[config.mk]
export PLATFORM = sky130hd
export DESIGN_NAME = lwic_top
export DESIGN_NICKNAME = d
export VERILOG_FILES = /design/src/lwic_top.v
export VERILOG_INCLUDE_DIRS = /design/src /design/src/src
export SDC_FILE = /design/constraint.sdc
export NUM_CORES = 1
export LEC_CHECK = 0
export BUFFER_PORTS_ARGS = -buffer_cell sky130_fd_sc_hd__buf_2
export CORE_MARGIN = 3
export CORE_UTILIZATION = 50
export DETAILED_ROUTE_END_ITERATION = 8
export PLACE_DENSITY = 0.81
export SLEW_MARGIN = 30
export SYNTH_ARGS = -nofsm -noshare
export SYNTH_HDL_FRONTEND = slang
export SYNTH_SLANG_ARGS = --single-unit
[constraint.sdc]
create_clock -name clk -period 3.57 [get_ports clk]
set_input_delay 0.1785 -clock clk [delete_from_list [all_inputs] [get_ports clk]]
set_output_delay 0.1785 -clock clk [all_outputs]
set_load 0.02 [all_outputs]
[src/lwic_defines.vh]
// Summary of operation
// - The timer edge/prescale control register sits at offset 05h, its bits 7..1 are read/write and reset to zero, bit 0 reads zero.
// - Bit 7 picks the edge of the external interrupt pin that sets its flag, 1 rising and 0 falling.
// - Bits 4..1 pick the prescale ratio, 1:1 doubling up to 1:128 for codes 0..7, and 1:256 for any code with the top bit set.
// - A table write to internal program memory starts a long write that halts instruction execution until it ends.
// - Only a reset or an interrupt source ends a long write, never elapsed time.
// - A source ends the long write only when its enable and flag are both set, and the global disable only governs vectoring.
// - When a core source ends the long write, the flag of the highest-priority enabled core source is cleared.
// - If an enabled core interrupt is already pending at the table write, no write happens and that flag is cleared.
// - A peripheral source that ends the long write keeps its flag set.
// - With the global disable clear before the long write, the core branches to the vector when it ends.
// - With the global disable set before the long write, the long write ends without a branch.
`ifndef LWIC_DEFINES_VH
`define LWIC_DEFINES_VH
`define LWIC_ADDR_TEPC      8'h05
`define LWIC_ADDR_IRQ_STAT  8'h20
`define LWIC_ADDR_IRQ_EN    8'h21
`define LWIC_ADDR_IRQ_CLR   8'h22
`define LWIC_ADDR_SRC_EN    8'h23
`define LWIC_ADDR_SRC_FLAG  8'h24
`define LWIC_TEPC_RESET     8'h00
`define LWIC_TEPC_MASK      8'hfe
`define LWIC_PS_FULL        8'hff
`define LWIC_SRC_EN_RESET   4'h0
`define LWIC_FLAG_RESET     3'h0
`define LWIC_EV_RESET       3'h0
`define LWIC_EV_EN_RESET    3'h0
`define LWIC_BIT_EXT_EDGE   7
`define LWIC_BIT_PIN_EDGE   6
`define LWIC_BIT_CLK_SRC    5
`define LWIC_PS_HI          4
`define LWIC_PS_LO          1
`define LWIC_SRC_EXT        0
`define LWIC_SRC_TMR        1
`define LWIC_SRC_PIN        2
`define LWIC_SRC_PERI       3
`define LWIC_EV_START       0
`define LWIC_EV_END         1
`define LWIC_EV_ABORT       2
`endif

[src/lwic_top.v]
`include "lwic_defines.vh"

module lwic_top (
  // Clock and reset
  input  wire       clk,
  input  wire       rst_n,
  // Register port
  input  wire [7:0] reg_addr,
  input  wire [7:0] reg_wdata,
  input  wire       reg_wr,
  input  wire       reg_rd,
  output reg  [7:0] reg_rdata,
  // Core sequencer
  input  wire       table_write_instr,
  input  wire       tbl_internal,
  input  wire       global_irq_disable,
  output reg        exec_halt,
  output reg        program_pulse,
  output reg        lw_done,
  output reg        lw_vector,
  output reg        tw_nop,
  // Interrupt sources
  input  wire       ext_irq_pin,
  input  wire       timer_clock_pin,
  input  wire       tmr_overflow,
  input  wire       peri_irq,
  // Timer facing outputs
  output reg        prescale_tick,
  output reg        timer_clock_source_select,
  // Interrupt
  output reg        irq
);

  localparam ST_IDLE = 1'b0;
  localparam ST_LONG = 1'b1;

  reg        state_r;
  reg [7:0]  tepc_r;
  reg [3:0]  src_en_r;
  reg [2:0]  src_flag_r;
  reg        gid_r;
  reg [2:0]  ev_stat_r;
  reg [2:0]  ev_en_r;
  reg [7:0]  ps_cnt_r;
  reg [7:0]  ps_lim;
  reg [2:0]  clr_sel;
  reg [2:0]  flag_nxt;
  reg [2:0]  ev_nxt;

  wire       ext_rise;
  wire       ext_fall;
  wire       ckp_rise;
  wire       ckp_fall;
  wire       ext_edge;
  wire       ckp_edge;
  wire       ps_src;
  wire [3:0] ps_code;
  wire [2:0] core_act;
  wire       peri_act;
  wire       any_act;
  wire       wr_tepc;
  wire       wr_en;
  wire       wr_clr;
  wire       wr_sen;
  wire       wr_sfl;
  wire       tw_go;
  wire       tw_abort;
  wire       tw_start;
  wire       lw_end;

  // Edge detection on the external interrupt pin
  lwic_edge_det #(
    .IDLE_LVL (1'b0)
  ) u_ext_edge (
    .clk   (clk),
    .rst_n (rst_n),
    .pin   (ext_irq_pin),
    .rise  (ext_rise),
    .fall  (ext_fall)
  );

  // Edge detection on the timer clock pin
  lwic_edge_det #(
    .IDLE_LVL (1'b0)
  ) u_ckp_edge (
    .clk   (clk),
    .rst_n (rst_n),
    .pin   (timer_clock_pin),
    .rise  (ckp_rise),
    .fall  (ckp_fall)
  );

  assign ext_edge = tepc_r[`LWIC_BIT_EXT_EDGE] ? ext_rise : ext_fall;
  assign ckp_edge = tepc_r[`LWIC_BIT_PIN_EDGE] ? ckp_fall : ckp_rise;
  assign ps_src   = tepc_r[`LWIC_BIT_CLK_SRC] ? 1'b1 : ckp_edge;

  assign ps_code  = tepc_r[`LWIC_PS_HI:`LWIC_PS_LO];
  always @* begin
    ps_lim = `LWIC_PS_FULL;
    case (ps_code)
      4'h0: begin
        ps_lim = 8'h00;
      end
      4'h1: begin
        ps_lim = 8'h01;
      end
      4'h2: begin
        ps_lim = 8'h03;
      end
      4'h3: begin
        ps_lim = 8'h07;
      end
      4'h4: begin
        ps_lim = 8'h0f;
      end
      4'h5: begin
        ps_lim = 8'h1f;
      end
      4'h6: begin
        ps_lim = 8'h3f;
      end
      4'h7: begin
        ps_lim = 8'h7f;
      end
      default: begin
        ps_lim = `LWIC_PS_FULL;
      end
    endcase
  end

  assign core_act = src_en_r[2:0] & src_flag_r;
  assign peri_act = src_en_r[`LWIC_SRC_PERI] & peri_irq;
  assign any_act  = (|core_act) | peri_act;

  always @* begin
    clr_sel = 3'h0;
    if (core_act[`LWIC_SRC_EXT]) begin
      clr_sel = 3'h1;
    end else if (core_act[`LWIC_SRC_TMR]) begin
      clr_sel = 3'h2;
    end else if (core_act[`LWIC_SRC_PIN]) begin
      clr_sel = 3'h4;
    end
  end

  // Register port write decode
  assign wr_tepc  = reg_wr && (reg_addr == `LWIC_ADDR_TEPC);
  assign wr_en    = reg_wr && (reg_addr == `LWIC_ADDR_IRQ_EN);
  assign wr_clr   = reg_wr && (reg_addr == `LWIC_ADDR_IRQ_CLR);
  assign wr_sen   = reg_wr && (reg_addr == `LWIC_ADDR_SRC_EN);
  assign wr_sfl   = reg_wr && (reg_addr == `LWIC_ADDR_SRC_FLAG);

  assign tw_go    = table_write_instr && tbl_internal && (state_r == ST_IDLE);
  assign tw_abort = tw_go && (|core_act);
  assign tw_start = tw_go && !(|core_act);
  // only an active source ends it
  assign lw_end   = (state_r == ST_LONG) && any_act;

  // Core flag and event status next values
  always @* begin
    flag_nxt = src_flag_r;
    if (wr_sfl) begin
      flag_nxt = reg_wdata[2:0];
    end
    if (tw_abort || (lw_end && (|core_act))) begin
      flag_nxt = flag_nxt & ~clr_sel;
    end
    if (ext_edge) begin
      flag_nxt[`LWIC_SRC_EXT] = 1'b1;
    end
    // Timer overflow sets its flag
    if (tmr_overflow) begin
      flag_nxt[`LWIC_SRC_TMR] = 1'b1;
    end
    if (ckp_edge) begin
      flag_nxt[`LWIC_SRC_PIN] = 1'b1;
    end
    ev_nxt = ev_stat_r;
    if (wr_clr) begin
      ev_nxt = ev_nxt & ~reg_wdata[2:0];
    end
    // Set wins over a clear in the same cycle
    ev_nxt = ev_nxt | {tw_abort, lw_end, tw_start};
  end

  always @(posedge clk or negedge rst_n) begin
    if (!rst_n) begin
      tepc_r <= `LWIC_TEPC_RESET;
    end else begin
      if (wr_tepc) begin
        tepc_r <= reg_wdata & `LWIC_TEPC_MASK;
      end
    end
  end

  always @(posedge clk or negedge rst_n) begin
    if (!rst_n) begin
      timer_clock_source_select <= 1'b0;
    end else begin
      timer_clock_source_select <= tepc_r[`LWIC_BIT_CLK_SRC];
    end
  end

  // Source and event enables
  always @(posedge clk or negedge rst_n) begin
    if (!rst_n) begin
      ev_en_r  <= `LWIC_EV_EN_RESET;
      src_en_r <= `LWIC_SRC_EN_RESET;
    end else begin
      if (wr_en) begin
        ev_en_r <= reg_wdata[2:0];
      end
      if (wr_sen) begin
        src_en_r <= reg_wdata[3:0];
      end
    end
  end

  // Core flags, event status and interrupt line
  always @(posedge clk or negedge rst_n) begin
    if (!rst_n) begin
      src_flag_r <= `LWIC_FLAG_RESET;
      ev_stat_r  <= `LWIC_EV_RESET;
      irq        <= 1'b0;
    end else begin
      src_flag_r <= flag_nxt;
      ev_stat_r  <= ev_nxt;
      irq        <= |(ev_nxt & ev_en_r);
    end
  end

  always @(posedge clk or negedge rst_n) begin
    if (!rst_n) begin
      ps_cnt_r      <= 8'h00;
      prescale_tick <= 1'b0;
    end else begin
      prescale_tick <= 1'b0;
      if (ps_src) begin
        if (ps_cnt_r >= ps_lim) begin
          ps_cnt_r      <= 8'h00;
          prescale_tick <= 1'b1;
        end else begin
          ps_cnt_r <= ps_cnt_r + 8'h01;
        end
      end
    end
  end

  // Long write sequencer
  always @(posedge clk or negedge rst_n) begin
    if (!rst_n) begin
      state_r       <= ST_IDLE;
      gid_r         <= 1'b0;
      exec_halt     <= 1'b0;
      program_pulse <= 1'b0;
      lw_done       <= 1'b0;
      lw_vector     <= 1'b0;
      tw_nop        <= 1'b0;
    end else begin
      lw_done   <= 1'b0;
      lw_vector <= 1'b0;
      tw_nop    <= tw_abort;
      case (state_r)
        ST_IDLE: begin
          if (tw_start) begin
            state_r       <= ST_LONG;
            gid_r         <= global_irq_disable;
            exec_halt     <= 1'b1;
            program_pulse <= 1'b1;
          end
        end
        ST_LONG: begin
          if (lw_end) begin
            state_r       <= ST_IDLE;
            exec_halt     <= 1'b0;
            program_pulse <= 1'b0;
            lw_done       <= 1'b1;
            lw_vector     <= ~gid_r;
          end
        end
        default: begin
          state_r <= ST_IDLE;
        end
      endcase
    end
  end

  // Read data stands one cycle after the strobe
  always @(posedge clk or negedge rst_n) begin
    if (!rst_n) begin
      reg_rdata <= 8'h00;
    end else begin
      reg_rdata <= 8'h00;
      if (reg_rd) begin
        if (reg_addr == `LWIC_ADDR_TEPC) begin
          reg_rdata <= tepc_r;
        end else if (reg_addr == `LWIC_ADDR_IRQ_STAT) begin
          reg_rdata <= {5'h00, ev_stat_r};
        end else if (reg_addr == `LWIC_ADDR_IRQ_EN) begin
          reg_rdata <= {5'h00, ev_en_r};
        end else if (reg_addr == `LWIC_ADDR_SRC_EN) begin
          reg_rdata <= {4'h0, src_en_r};
        end else if (reg_addr == `LWIC_ADDR_SRC_FLAG) begin
          reg_rdata <= {5'h00, src_flag_r};
        end
      end
    end
  end

endmodule // lwic_top

module lwic_edge_det #(
  parameter IDLE_LVL = 1'b0
) (
  // Clock and reset
  input  wire clk,
  input  wire rst_n,
  // Sampled pin
  input  wire pin,
  // Edge strobes
  output wire rise,
  output wire fall
);

  reg pin_d_r;

  // Reset to the idle level so no false edge follows reset
  always @(posedge clk or negedge rst_n) begin
    if (!rst_n) begin
      pin_d_r <= IDLE_LVL;
    end else begin
      pin_d_r <= pin;
    end
  end

  assign rise = pin & ~pin_d_r;
  assign fall = ~pin & pin_d_r;

endmodule // lwic_edge_det

==> flow_metrics.tcl, run 1 <==
set metrics [dict create \
    path_buf_inv 0 \
    max_slew_margin_pct 44.30 \
    clk_pin_slew_ns 0.08 \
    synth-seq-cells 47 \
    clockRootBuffer "clkbuf_8" \
    fmax_mhz 360.2 \
    place.gp.congestion 0.8438 \
    ir_worst_vdd_v 0.0002380 \
    antenna_left 0 \
    synth_common_cells "dfrtp_1 (47), nand2_1 (28), mux2_2 (17)" \
    fin_setup_tns_ns 0 \
    grtUsageTotal_pct 18.83 \
    placed_cells 321 \
    postSynthAreaPerCell_sq_um 10.91 \
    crit_path_max_fanout 9 \
    endpoint_kind "flip-flop" \
    p_leak_nw 1.347 \
    synth_async_sr_flop_share_pct 100.0 \
    avgViaCountPerCell 5.665 \
    hp-class "in2reg" \
    finalNonFillerCells 331 \
    ioPinCount 43 \
    ys_seq_area_share_pct 48.35 \
    yosysUniqueCellTypes 41 \
    grt_pass1_wl_um 8135 \
    drtPass1Iterations 4 \
    die_area_sq_mm 0.005737 \
    hold_viol 0 \
    core_area_sq_mm 0.004534 \
    total_power_w 0.001516 \
    drt_iter0_drc 196 \
    drc 0 \
    post_drt_wl_per_cell_um 15.19 \
    grt_pass1_vias 1704 \
    post_cts_buffers 0 \
    arrival_ns 2.97 \
    power_density_mw_per_mm2 542.5 \
    maxCapViolCount 0 \
    finalCriticalPeriod_ns 2.776 \
    min_period_over_period_pct 77.76 \
    die-width_um 75.75 \
    vias 1875 \
    fin_skew_ns 0.002973 \
    grt_max_degree 48 \
    synth_top_flop_cell "dfrtp_1" \
    report.final.slew_viol_count 0 \
    clock_latency_ns 0.29 \
    antenna_cells 0 \
    yosysWarnings 0 \
    fin_hold_ws_ns 0.01336 \
    tightest_slew_ns 0.8355 \
    synth_top_area_share_pct 48.35 \
    h-tree-depth 2 \
    place_hpwl_um 3715 \
    cts-buffers-inserted 5 \
    syn_area_sq_mm 0.002432 \
    cts_tree "done" \
    numPortBuffers 42 \
    syn_inst 223 \
    initial_utilization_pct 53.64 \
    nNetsFinal 301 \
    cts_buffer_depth 2 \
    path_cells "nor3_1 > nand2b_1 > ha_1 > nand2b_4 > a2111o_1 > a311oi_4 > nand2b_4 > o311ai_2" \
    dieHeight_um 75.75 \
    setup_viol 0 \
    cp-start-kind "flip-flop" \
    max_stage_delay_ns 0.48 \
    crit_top_cell "nand2b_4" \
    antenna_found_initial 0 \
    syn_nets 259 \
    grt-ovfl-total 0 \
    yosys.area.top_type "dfrtp_1" \
    yosysMostFrequentCell "dfrtp_1" \
    syn2layout_area_growth_pct 14.87 \
    cp_slowest_cell "dfrtp_1" \
    final_cell_area_sq_mm 0.002794 \
    rsz0062_at_grt "false" \
    placed_area_sq_mm 0.002689 \
    final_layout_size_suffix_gt1_share_pct 29.70 \
    worst_path_dominant_cell_family "compound AO/OA/AOI/OAI gates" \
    rows 24 \
    detail_route.wirelength_um 5029 \
    yosys-top-cells-area "dfrtp_1 (48%), mux2_2 (7.9%), ha_1 (4.6%), nand2_1 (4.3%), o311ai_2 (2.7%)" \
    required_ns 3.76 \
    clock-sinks 47 \
    critPathKind "reg2reg" \
    synth_edf_count 0 \
    status "finished clean" \
]
==> logic make-up (layout without fill, tap and decap cells) <==
group	count (synthesis)	count (layout)	share of synthesized area (%)
and+or+nand+nor	89	89	20.68
DFF	47	47	48.35
AOI/OAI and AO/OA	45	45	15.18
muxes	19	19	8.693
buffers and inverters	14	57	2.469
adders and majority gates	9	9	4.630
==> what timing repair did <==
item	in CTS	in global routing
gates resized for setup	0	0
endpoints found under the hold margin	47	1
hold buffers	1	1
==> registers in the layout, indices dropped and copies added, names as in the netlist, 3 cells and up <==
name,cells
tepc_r,7
ev_en_r,3
src_flag_r,3
reg_rdata,8
ev_stat_r,3
src_en_r,4
ps_cnt_r,8
==> worst paths after layout <==
path | startpoint | end | slack, ns | cells past startpoint
worst max-delay path | tepc_r[4]$_DFFE_PN0P_ | ps_cnt_r[6]$_DFFE_PN0P_ | 0.79 | 8
worst min-delay path | timer_clock_pin | u_ckp_edge.pin_d_r$_DFF_PN0_ | 0.01 | 1
worst max register to register | tepc_r[4]$_DFFE_PN0P_ | ps_cnt_r[6]$_DFFE_PN0P_ | 0.79 | 8
worst min register to register | gid_r$_DFFE_PN0P_ | lw_vector$_DFF_PN0_ | 0.43 | 1
max in group asynchronous | rst_n | tepc_r[4]$_DFFE_PN0P_ | 2.74 | 2
min in group asynchronous | rst_n | ps_cnt_r[0]$_DFFE_PN0P_ | 0.42 | 2
==> per-stage QoR <==
stage	worst slack, ns	utilization, %
2_1_floorplan	1.059	-
3_3_place_gp	0.9841	59.24
3_5_place_dp	0.8505	59.30
4_1_cts	0.8241	61.40
5_1_grt	0.6817	61.62
6_report	0.7940	61.62
==> report_power, final <==
group	switching (W)	internal [W]
sequential	0.000108	0.000621
clock	0.000173	0.000137
combinational	0.000258	0.000218
==> area by class of cell <==
| type | count | area, sq um |
|---|---|---|
| well taps | 65 | 81.33 |
| clock inverters | 2 | 12.51 |
| multi-input cells | 162 | 1196 |
| clock buffers | 6 | 72.57 |
| inverters | 4 | 15.01 |
| fillers | 374 | 1740 |
| flip-flops and latches | 47 | 1176 |
| repair buffers | 45 | 240.2 |
==> per-layer routing <==
layer	global-route usage [%]	part of all wire (%)	vias to the layer above	wire, um
li1	-	-	902	-
met1	27.61	46	892	2308
met2	27.47	45	79	2284
met3	5.145	8.0	2	402
met4	5.049	0.68	0	34
met5	0	0	-	0
==> placed cells by master (no fill, tap or decap), types with 2 or more instances in the layout <==
cell           synthesis  final
dfrtp_1               47     47
mux2i_1                2      2
nor2b_1                6      6
o311ai_2               4      4
and2_1                 4      4
dlygate4sd3_1          0      2
nand4_1                7      7
a211oi_1               5      5
nor2_1                 8      8
a2bb2oi_1              2      2
or2_2                  2      2
nand3_1                7      7
o21ai_0                6      6
and3_1                 8      8
o32ai_1                2      2
a21o_1                 2      2
clkbuf_8               0      5
ha_1                   9      9
buf_4                  2      2
a2111o_1               2      2
a22oi_1                2      2
nor3_1                 4      4
inv_1                  4      4
o31ai_1                2      2
a21oi_1               10     10
a22o_1                 2      2
mux2_2                17     17
buf_2                  0     41
nand2b_4               2      2
nand2_1               28     28
nand2b_1               7      7
(Power assumes the default switching activity.)
==> run 2: changes to the inputs <==
clock period = 2.6 ns   (was 3.57 ns; I/O delays follow)
==> run 2 against run 1 <==
Non-clock buffer count rose by 5. Final cell count up 1.5%. Critical path type unchanged. Sequential share of layout area fell by 0.99 points. First-iteration DRC count fell by 26%. Routed wire length fell by 0.46%. Power grew 45%.
==> flow_metrics.tcl, run 2 (synthesis results as in run 1) <==
set metrics [dict create \
    ir_worst_vdd_v 0.0004297 \
    post_cts_buffers 0 \
    finalNonFillerCells 336 \
    ioPinCount 43 \
    p_switching_w 0.0007433 \
    fin_skew_ns 0.01311 \
    die-width_um 75.75 \
    seq_power_share_pct 45.2 \
    status "finished clean" \
    core_area_sq_mm 0.004534 \
    endpoint_kind "flip-flop" \
    drtPass1Iterations 4 \
    crit_path_max_fanout 8 \
    syn2layout_area_growth_pct 17.64 \
    antenna_found_initial 0 \
    clock-sinks 47 \
    clock_latency_ns 0.30 \
    rows 24 \
    min_period_over_period_pct 91.57 \
    p_int_w 0.001460 \
    cts_resized 0 \
    fin_setup_tns_ns 0 \
    report.final.slew_viol_count 0 \
    numPortBuffers 42 \
    hp-class "in2reg" \
    place.gp.congestion 0.8473 \
    placed_cells 325 \
    h-tree-depth 2 \
    dieHeight_um 75.75 \
    grtUsageTotal_pct 19.02 \
    vias 1872 \
    cp-start-kind "flip-flop" \
    clockRootBuffer "clkbuf_8" \
    cts_tree "done" \
    cts-buffers-inserted 5 \
    maxCapViolCount 0 \
    drt_iter0_drc 146 \
    fmax_mhz 420.0 \
    fin_hold_ws_ns 0.03071 \
    mostFrequentLayoutCell "dfrtp_1" \
    antenna_cells 0 \
    top_regs "ps_cnt_r: 8 flops, reg_rdata: 8 flops, tepc_r: 7 flops" \
    grt_max_degree 48 \
    place_hpwl_um 3792 \
    antenna_left 0 \
    hold_viol 0 \
    die_area_sq_mm 0.005737 \
    nNetsFinal 306 \
    p_comb_share_pct 30.7 \
    layout_common_cells "dfrtp_1 (47), buf_2 (41), nand2_1 (28), mux2_2 (17), a21oi_1 (10)" \
    finalCriticalPeriod_ns 2.381 \
    fillers 368 \
    detail_route.wirelength_um 5006 \
    placed_area_sq_mm 0.002719 \
    max_slew_margin_pct 60.68 \
    power_density_mw_per_mm2 769.9 \
    hold_buffers 3 \
    avgViaCountPerCell 5.571 \
    final_cell_area_sq_mm 0.002861 \
    arrival_ns 2.59 \
    required_ns 2.81 \
    critPathKind "reg2reg" \
    drc 0 \
    setup_viol 0 \
    tightest_slew_ns 0.5898 \
    p_leak_nw 1.388 \
    rsz0062_at_grt "false" \
    post_drt_wl_per_cell_um 14.90 \
    cts_buffer_depth 2 \
    grt_pass1_vias 1769 \
    clk_pin_slew_ns 0.09 \
    initial_utilization_pct 53.64 \
    final_layout_size_suffix_gt1_share_pct 31.00 \
    clkPwrFrac_pct 24.1 \
    grt_pass1_wl_um 8300 \
    grt-ovfl-total 0 \
    p_sw_share_pct 33.74 \
]
-- run 2: changes by cell type in the layout (fill, tap and decap cells not counted), sizes merged --
| cell | before | now |
|---|---|---|
| dlygate4sd3 | 2 | 3 |
| clkinvlp | 1 | 0 |
| clkinv | 1 | 2 |
| bufinv | 0 | 1 |
| buf | 43 | 47 |
| clkbuf | 6 | 5 |
-- run 2: cell type report --
type | count | area, sq um | area share, %
multi-input combinational | 162 | 1196 | 41.80
clock buffer | 5 | 68.82 | 2.405
clock inverter | 3 | 43.79 | 1.530
inverter | 4 | 15.01 | 0.5247
sequential | 47 | 1176 | 41.10
tap | 65 | 81.33 | 2.842
timing repair buffer | 50 | 280.3 | 9.795
-- run 2: stage by stage --
stage / setup WS [ns] / total power [W] / util [%]
floorplan: 0.08896 / 0.001475 / -
global route: 0.03354 / 0.002359 / 63.11
global placement: 0.3072 / 0.001645 / 59.91
CTS: 0.2100 / 0.002223 / 63.11
detailed placement: 0.2300 / 0.001685 / 59.96
finish: 0.2192 / 0.002203 / 63.11
-- run 2: power groups by stage --
| stage | registers, W | clock network, W | logic (W) |
|---|---|---|---|
| global placement | 0.00100 | 0 | 0.000645 |
| CTS | 0.000993 | 0.000546 | 0.000684 |
| floorplan | 0.000993 | 0 | 0.000482 |
| global route | 0.00102 | 0.000575 | 0.000766 |
| finish | 0.000995 | 0.000531 | 0.000677 |
| detailed placement | 0.00100 | 0 | 0.000681 |
-- run 2: final timing paths --
check | from | to | slack, ns | depth (start not counted)
worst min register to register | gid_r$_DFFE_PN0P_ | lw_vector$_DFF_PN0_ | 0.44 | 1
worst max-delay path | tepc_r[2]$_DFFE_PN0P_ | ps_cnt_r[1]$_DFFE_PN0P_ | 0.22 | 9
min in group asynchronous | rst_n | ps_cnt_r[3]$_DFFE_PN0P_ | 0.38 | 2
worst min-delay path | tmr_overflow | src_flag_r[1]$_DFF_PN0_ | 0.03 | 2
max in group asynchronous | rst_n | u_ckp_edge.pin_d_r$_DFF_PN0_ | 1.81 | 2
worst max register to register | tepc_r[2]$_DFFE_PN0P_ | ps_cnt_r[1]$_DFFE_PN0P_ | 0.22 | 9
-- run 2: critical path, cell delays in order (launching register included) --
cell,delay (ns)
dfrtp_1,0.43
nor3_1,0.23
nand2b_1,0.09
ha_1,0.27
nand2b_4,0.13
a2111o_1,0.44
a311oi_4,0.28
buf_4,0.22
nand2_1,0.05
o21ai_0,0.15
-- run 2: per-layer routing --
layer	vias up	share of wire (%)	wire length (um)	GRT usage, %
li1	905	-	-	-
met1	905	47	2357	27.42
met2	56	47	2331	28.99
met3	6	5.3	267	4.749
met4	0	0.98	49	4.272
met5	-	0	0	0
==> run 3: changes to the inputs <==
CTS_BUF_LIST = sky130_fd_sc_hd__clkbuf_8   (was default)
PLACE_DENSITY = 0.83   (was 0.81)
SKIP_LAST_GASP = 1   (was default)
==> run 3 against run 2 <==
Critical path depth is the same. Routed wire length shrank 2.5%. Hold slack lost 0.0049 ns. Clock-buffer cell count is the same. Via count shrank 2.6%. Clock power shrank 23%. Final cell count is the same. Clock skew shrank 0.0061 ns. Largest power group unchanged. Die area is the same. Non-clock buffer count is the same. Sequential cell count is the same. Sequential power is essentially flat.
==> flow_metrics.tcl, run 3 (synthesis results as in run 1) <==
set metrics [dict create \
    status "finished clean" \
    p_switching_w 0.0007236 \
    met3_usage_pct 5.541 \
    drt_iter0_drc 145 \
    min_from "tmr_overflow" \
    clockRootBuffer "clkbuf_8" \
    clk_pin_slew_ns 0.08 \
    fin_setup_tns_ns 0 \
    grtUsageTotal_pct 18.77 \
    cts-buffers-inserted 5 \
    detail_route.wirelength_um 4880 \
    dieHeight_um 75.75 \
    grt-ovfl-total 0 \
    avgViaCountPerCell 5.426 \
    syn2layout_area_growth_pct 16.36 \
    p_int_w 0.001352 \
    ir_worst_vdd_v 0.0003540 \
    clock-sinks 47 \
    hold_viol 0 \
    min_period_over_period_pct 90.93 \
    clock_latency_ns 0.30 \
    p_leak_nw 1.380 \
    final_layout_size_suffix_gt1_share_pct 30.26 \
    antenna_left 0 \
    initial_utilization_pct 53.64 \
    report.final.slew_viol_count 0 \
    grt_most_used_layer "met2" \
    r2r_start "tepc_r[2]$_DFFE_PN0P_" \
    core_area_sq_mm 0.004534 \
    nNetsFinal 306 \
    grt_max_degree 48 \
    fillers 372 \
    clkPwrFrac_pct 19.7 \
    layout_common_cells "dfrtp_1 (47), buf_2 (41), nand2_1 (28), mux2_2 (17), a21oi_1 (10)" \
    tightest_slew_ns 0.5683 \
    grt_pass1_wl_um 8010 \
    place.gp.congestion 0.8555 \
    cts_buffer_depth 2 \
    crit_path_max_fanout 8 \
    maxCapViolCount 0 \
    post-route-util_pct 62.42 \
    setup_viol 0 \
    die-width_um 75.75 \
    p_sw_share_pct 34.86 \
    p_comb_share_pct 32.2 \
    cp_slowest_cell "a2111o_1" \
    cts_tree "done" \
    arrival_ns 2.59 \
    top_regs "ps_cnt_r: 8 flops, reg_rdata: 8 flops, tepc_r: 7 flops" \
    power_density_mw_per_mm2 733.4 \
    hp-class "in2reg" \
    seq_power_share_pct 48.0 \
    drtPass1Iterations 4 \
    die_area_sq_mm 0.005737 \
    max_slew_margin_pct 62.11 \
    numPortBuffers 42 \
    drc 0 \
    startpoint "tepc_r[2]$_DFFE_PN0P_" \
    rsz0062_at_grt "false" \
    holdPathStages 2 \
    finalCriticalPeriod_ns 2.364 \
    grt_pass1_vias 1688 \
    cp-start-kind "flip-flop" \
    ioPinCount 43 \
    antenna_found_initial 0 \
    place_hpwl_um 3735 \
    endpoint_kind "flip-flop" \
    rows 24 \
    post_drt_wl_per_cell_um 14.52 \
    vias 1823 \
    path_cells "nor3_1 > nand2b_1 > ha_1 > nand2b_4 > a2111o_1 > a311oi_4 > buf_4 > nand2_1 > o21ai_0" \
    antenna_cells 0 \
    reg2regPathDepth 9 \
    use_met2_pct 28.33 \
    fin_skew_ns 0.007023 \
    critPathKind "reg2reg" \
    required_ns 2.82 \
    max_stage_delay_ns 0.45 \
    mostFrequentLayoutCell "dfrtp_1" \
    h-tree-depth 2 \
    met1_usage_pct 26.07 \
    fmax_mhz 423.0 \
]
==> run 3: cell types whose count changed in the layout (fill, tap and decap cells not counted), sizes merged <==
cell	change
bufinv	-1
clkinv	-1
inv	+2
==> run 3: routing by layer <==
metal  part of all wire (%)  vias to the layer above
met5                      0                        -
met4                    1.7                        0
met3                    6.3                        8
met2                     45                       49
met1                     47                      855
li1                       -                      911
==> run 3: final timing paths <==
| path | to | slack, ns |
|---|---|---|
| worst max-delay path | ps_cnt_r[1]$_DFFE_PN0P_ | 0.24 |
| worst min-delay path | src_flag_r[1]$_DFF_PN0_ | 0.03 |
| worst max register to register | ps_cnt_r[1]$_DFFE_PN0P_ | 0.24 |
| worst min register to register | lw_vector$_DFF_PN0_ | 0.43 |
| max in group asynchronous | timer_clock_source_select$_DFF_PN0_ | 1.84 |
| min in group asynchronous | ps_cnt_r[6]$_DFFE_PN0P_ | 0.36 |
==> run 3: area by class of cell <==
class                           instances  area [sq um]  area share [%]
Inverter                                4         15.01          0.5305
Tap cell                               65         81.33           2.874
Sequential cell                        47          1176           41.56
Clock inverter                          3         12.51          0.4421
Timing Repair Buffer                   50         280.3           9.903
Multi-Input combinational cell        162          1196           42.26
Clock buffer                            5         68.82           2.431
==> run 3: metrics by stage <==
stage	setup WS, ns	hold WS (ns)	instances	total power (W)	area (sq um)
global placement	0.3078	0.2635	325	0.001647	2716
finish	0.2358	0.02577	336	0.002076	2830
CTS	0.2286	0.01530	336	0.002101	2830
floorplan	0.08896	-0.1656	223	0.001475	2432
detailed placement	0.2389	0.1785	325	0.001682	2719
global route	0.09324	0.02021	336	0.002227	2830
==> run 3: power by group through the flow <==
stage / combinational [W] / sequential, W / clock (W)
after floorplan: 0.000482 / 0.000993 / 0
after global placement: 0.000645 / 0.00100 / 0
after detailed placement: 0.000673 / 0.00101 / 0
after CTS: 0.000677 / 0.000995 / 0.000429
after global routing: 0.000749 / 0.00102 / 0.000461
final: 0.000669 / 0.000997 / 0.000409
==> run 3: what timing repair did <==
| action | in CTS | in global routing |
|---|---|---|
| hold buffers | 3 | 0 |
| gates resized for setup | 0 | 0 |
| setup buffers | 0 | 0 |
| endpoints found under the hold margin | 49 | 0 |
==> run 3: critical path: cells and delay by family (launching register included) <==
kind            cells  cell delay [ns]
buf+inv             1             0.22
fa+ha+maj           1             0.28
flops               1             0.44
compound gates      3             0.87
simple gates        4             0.49
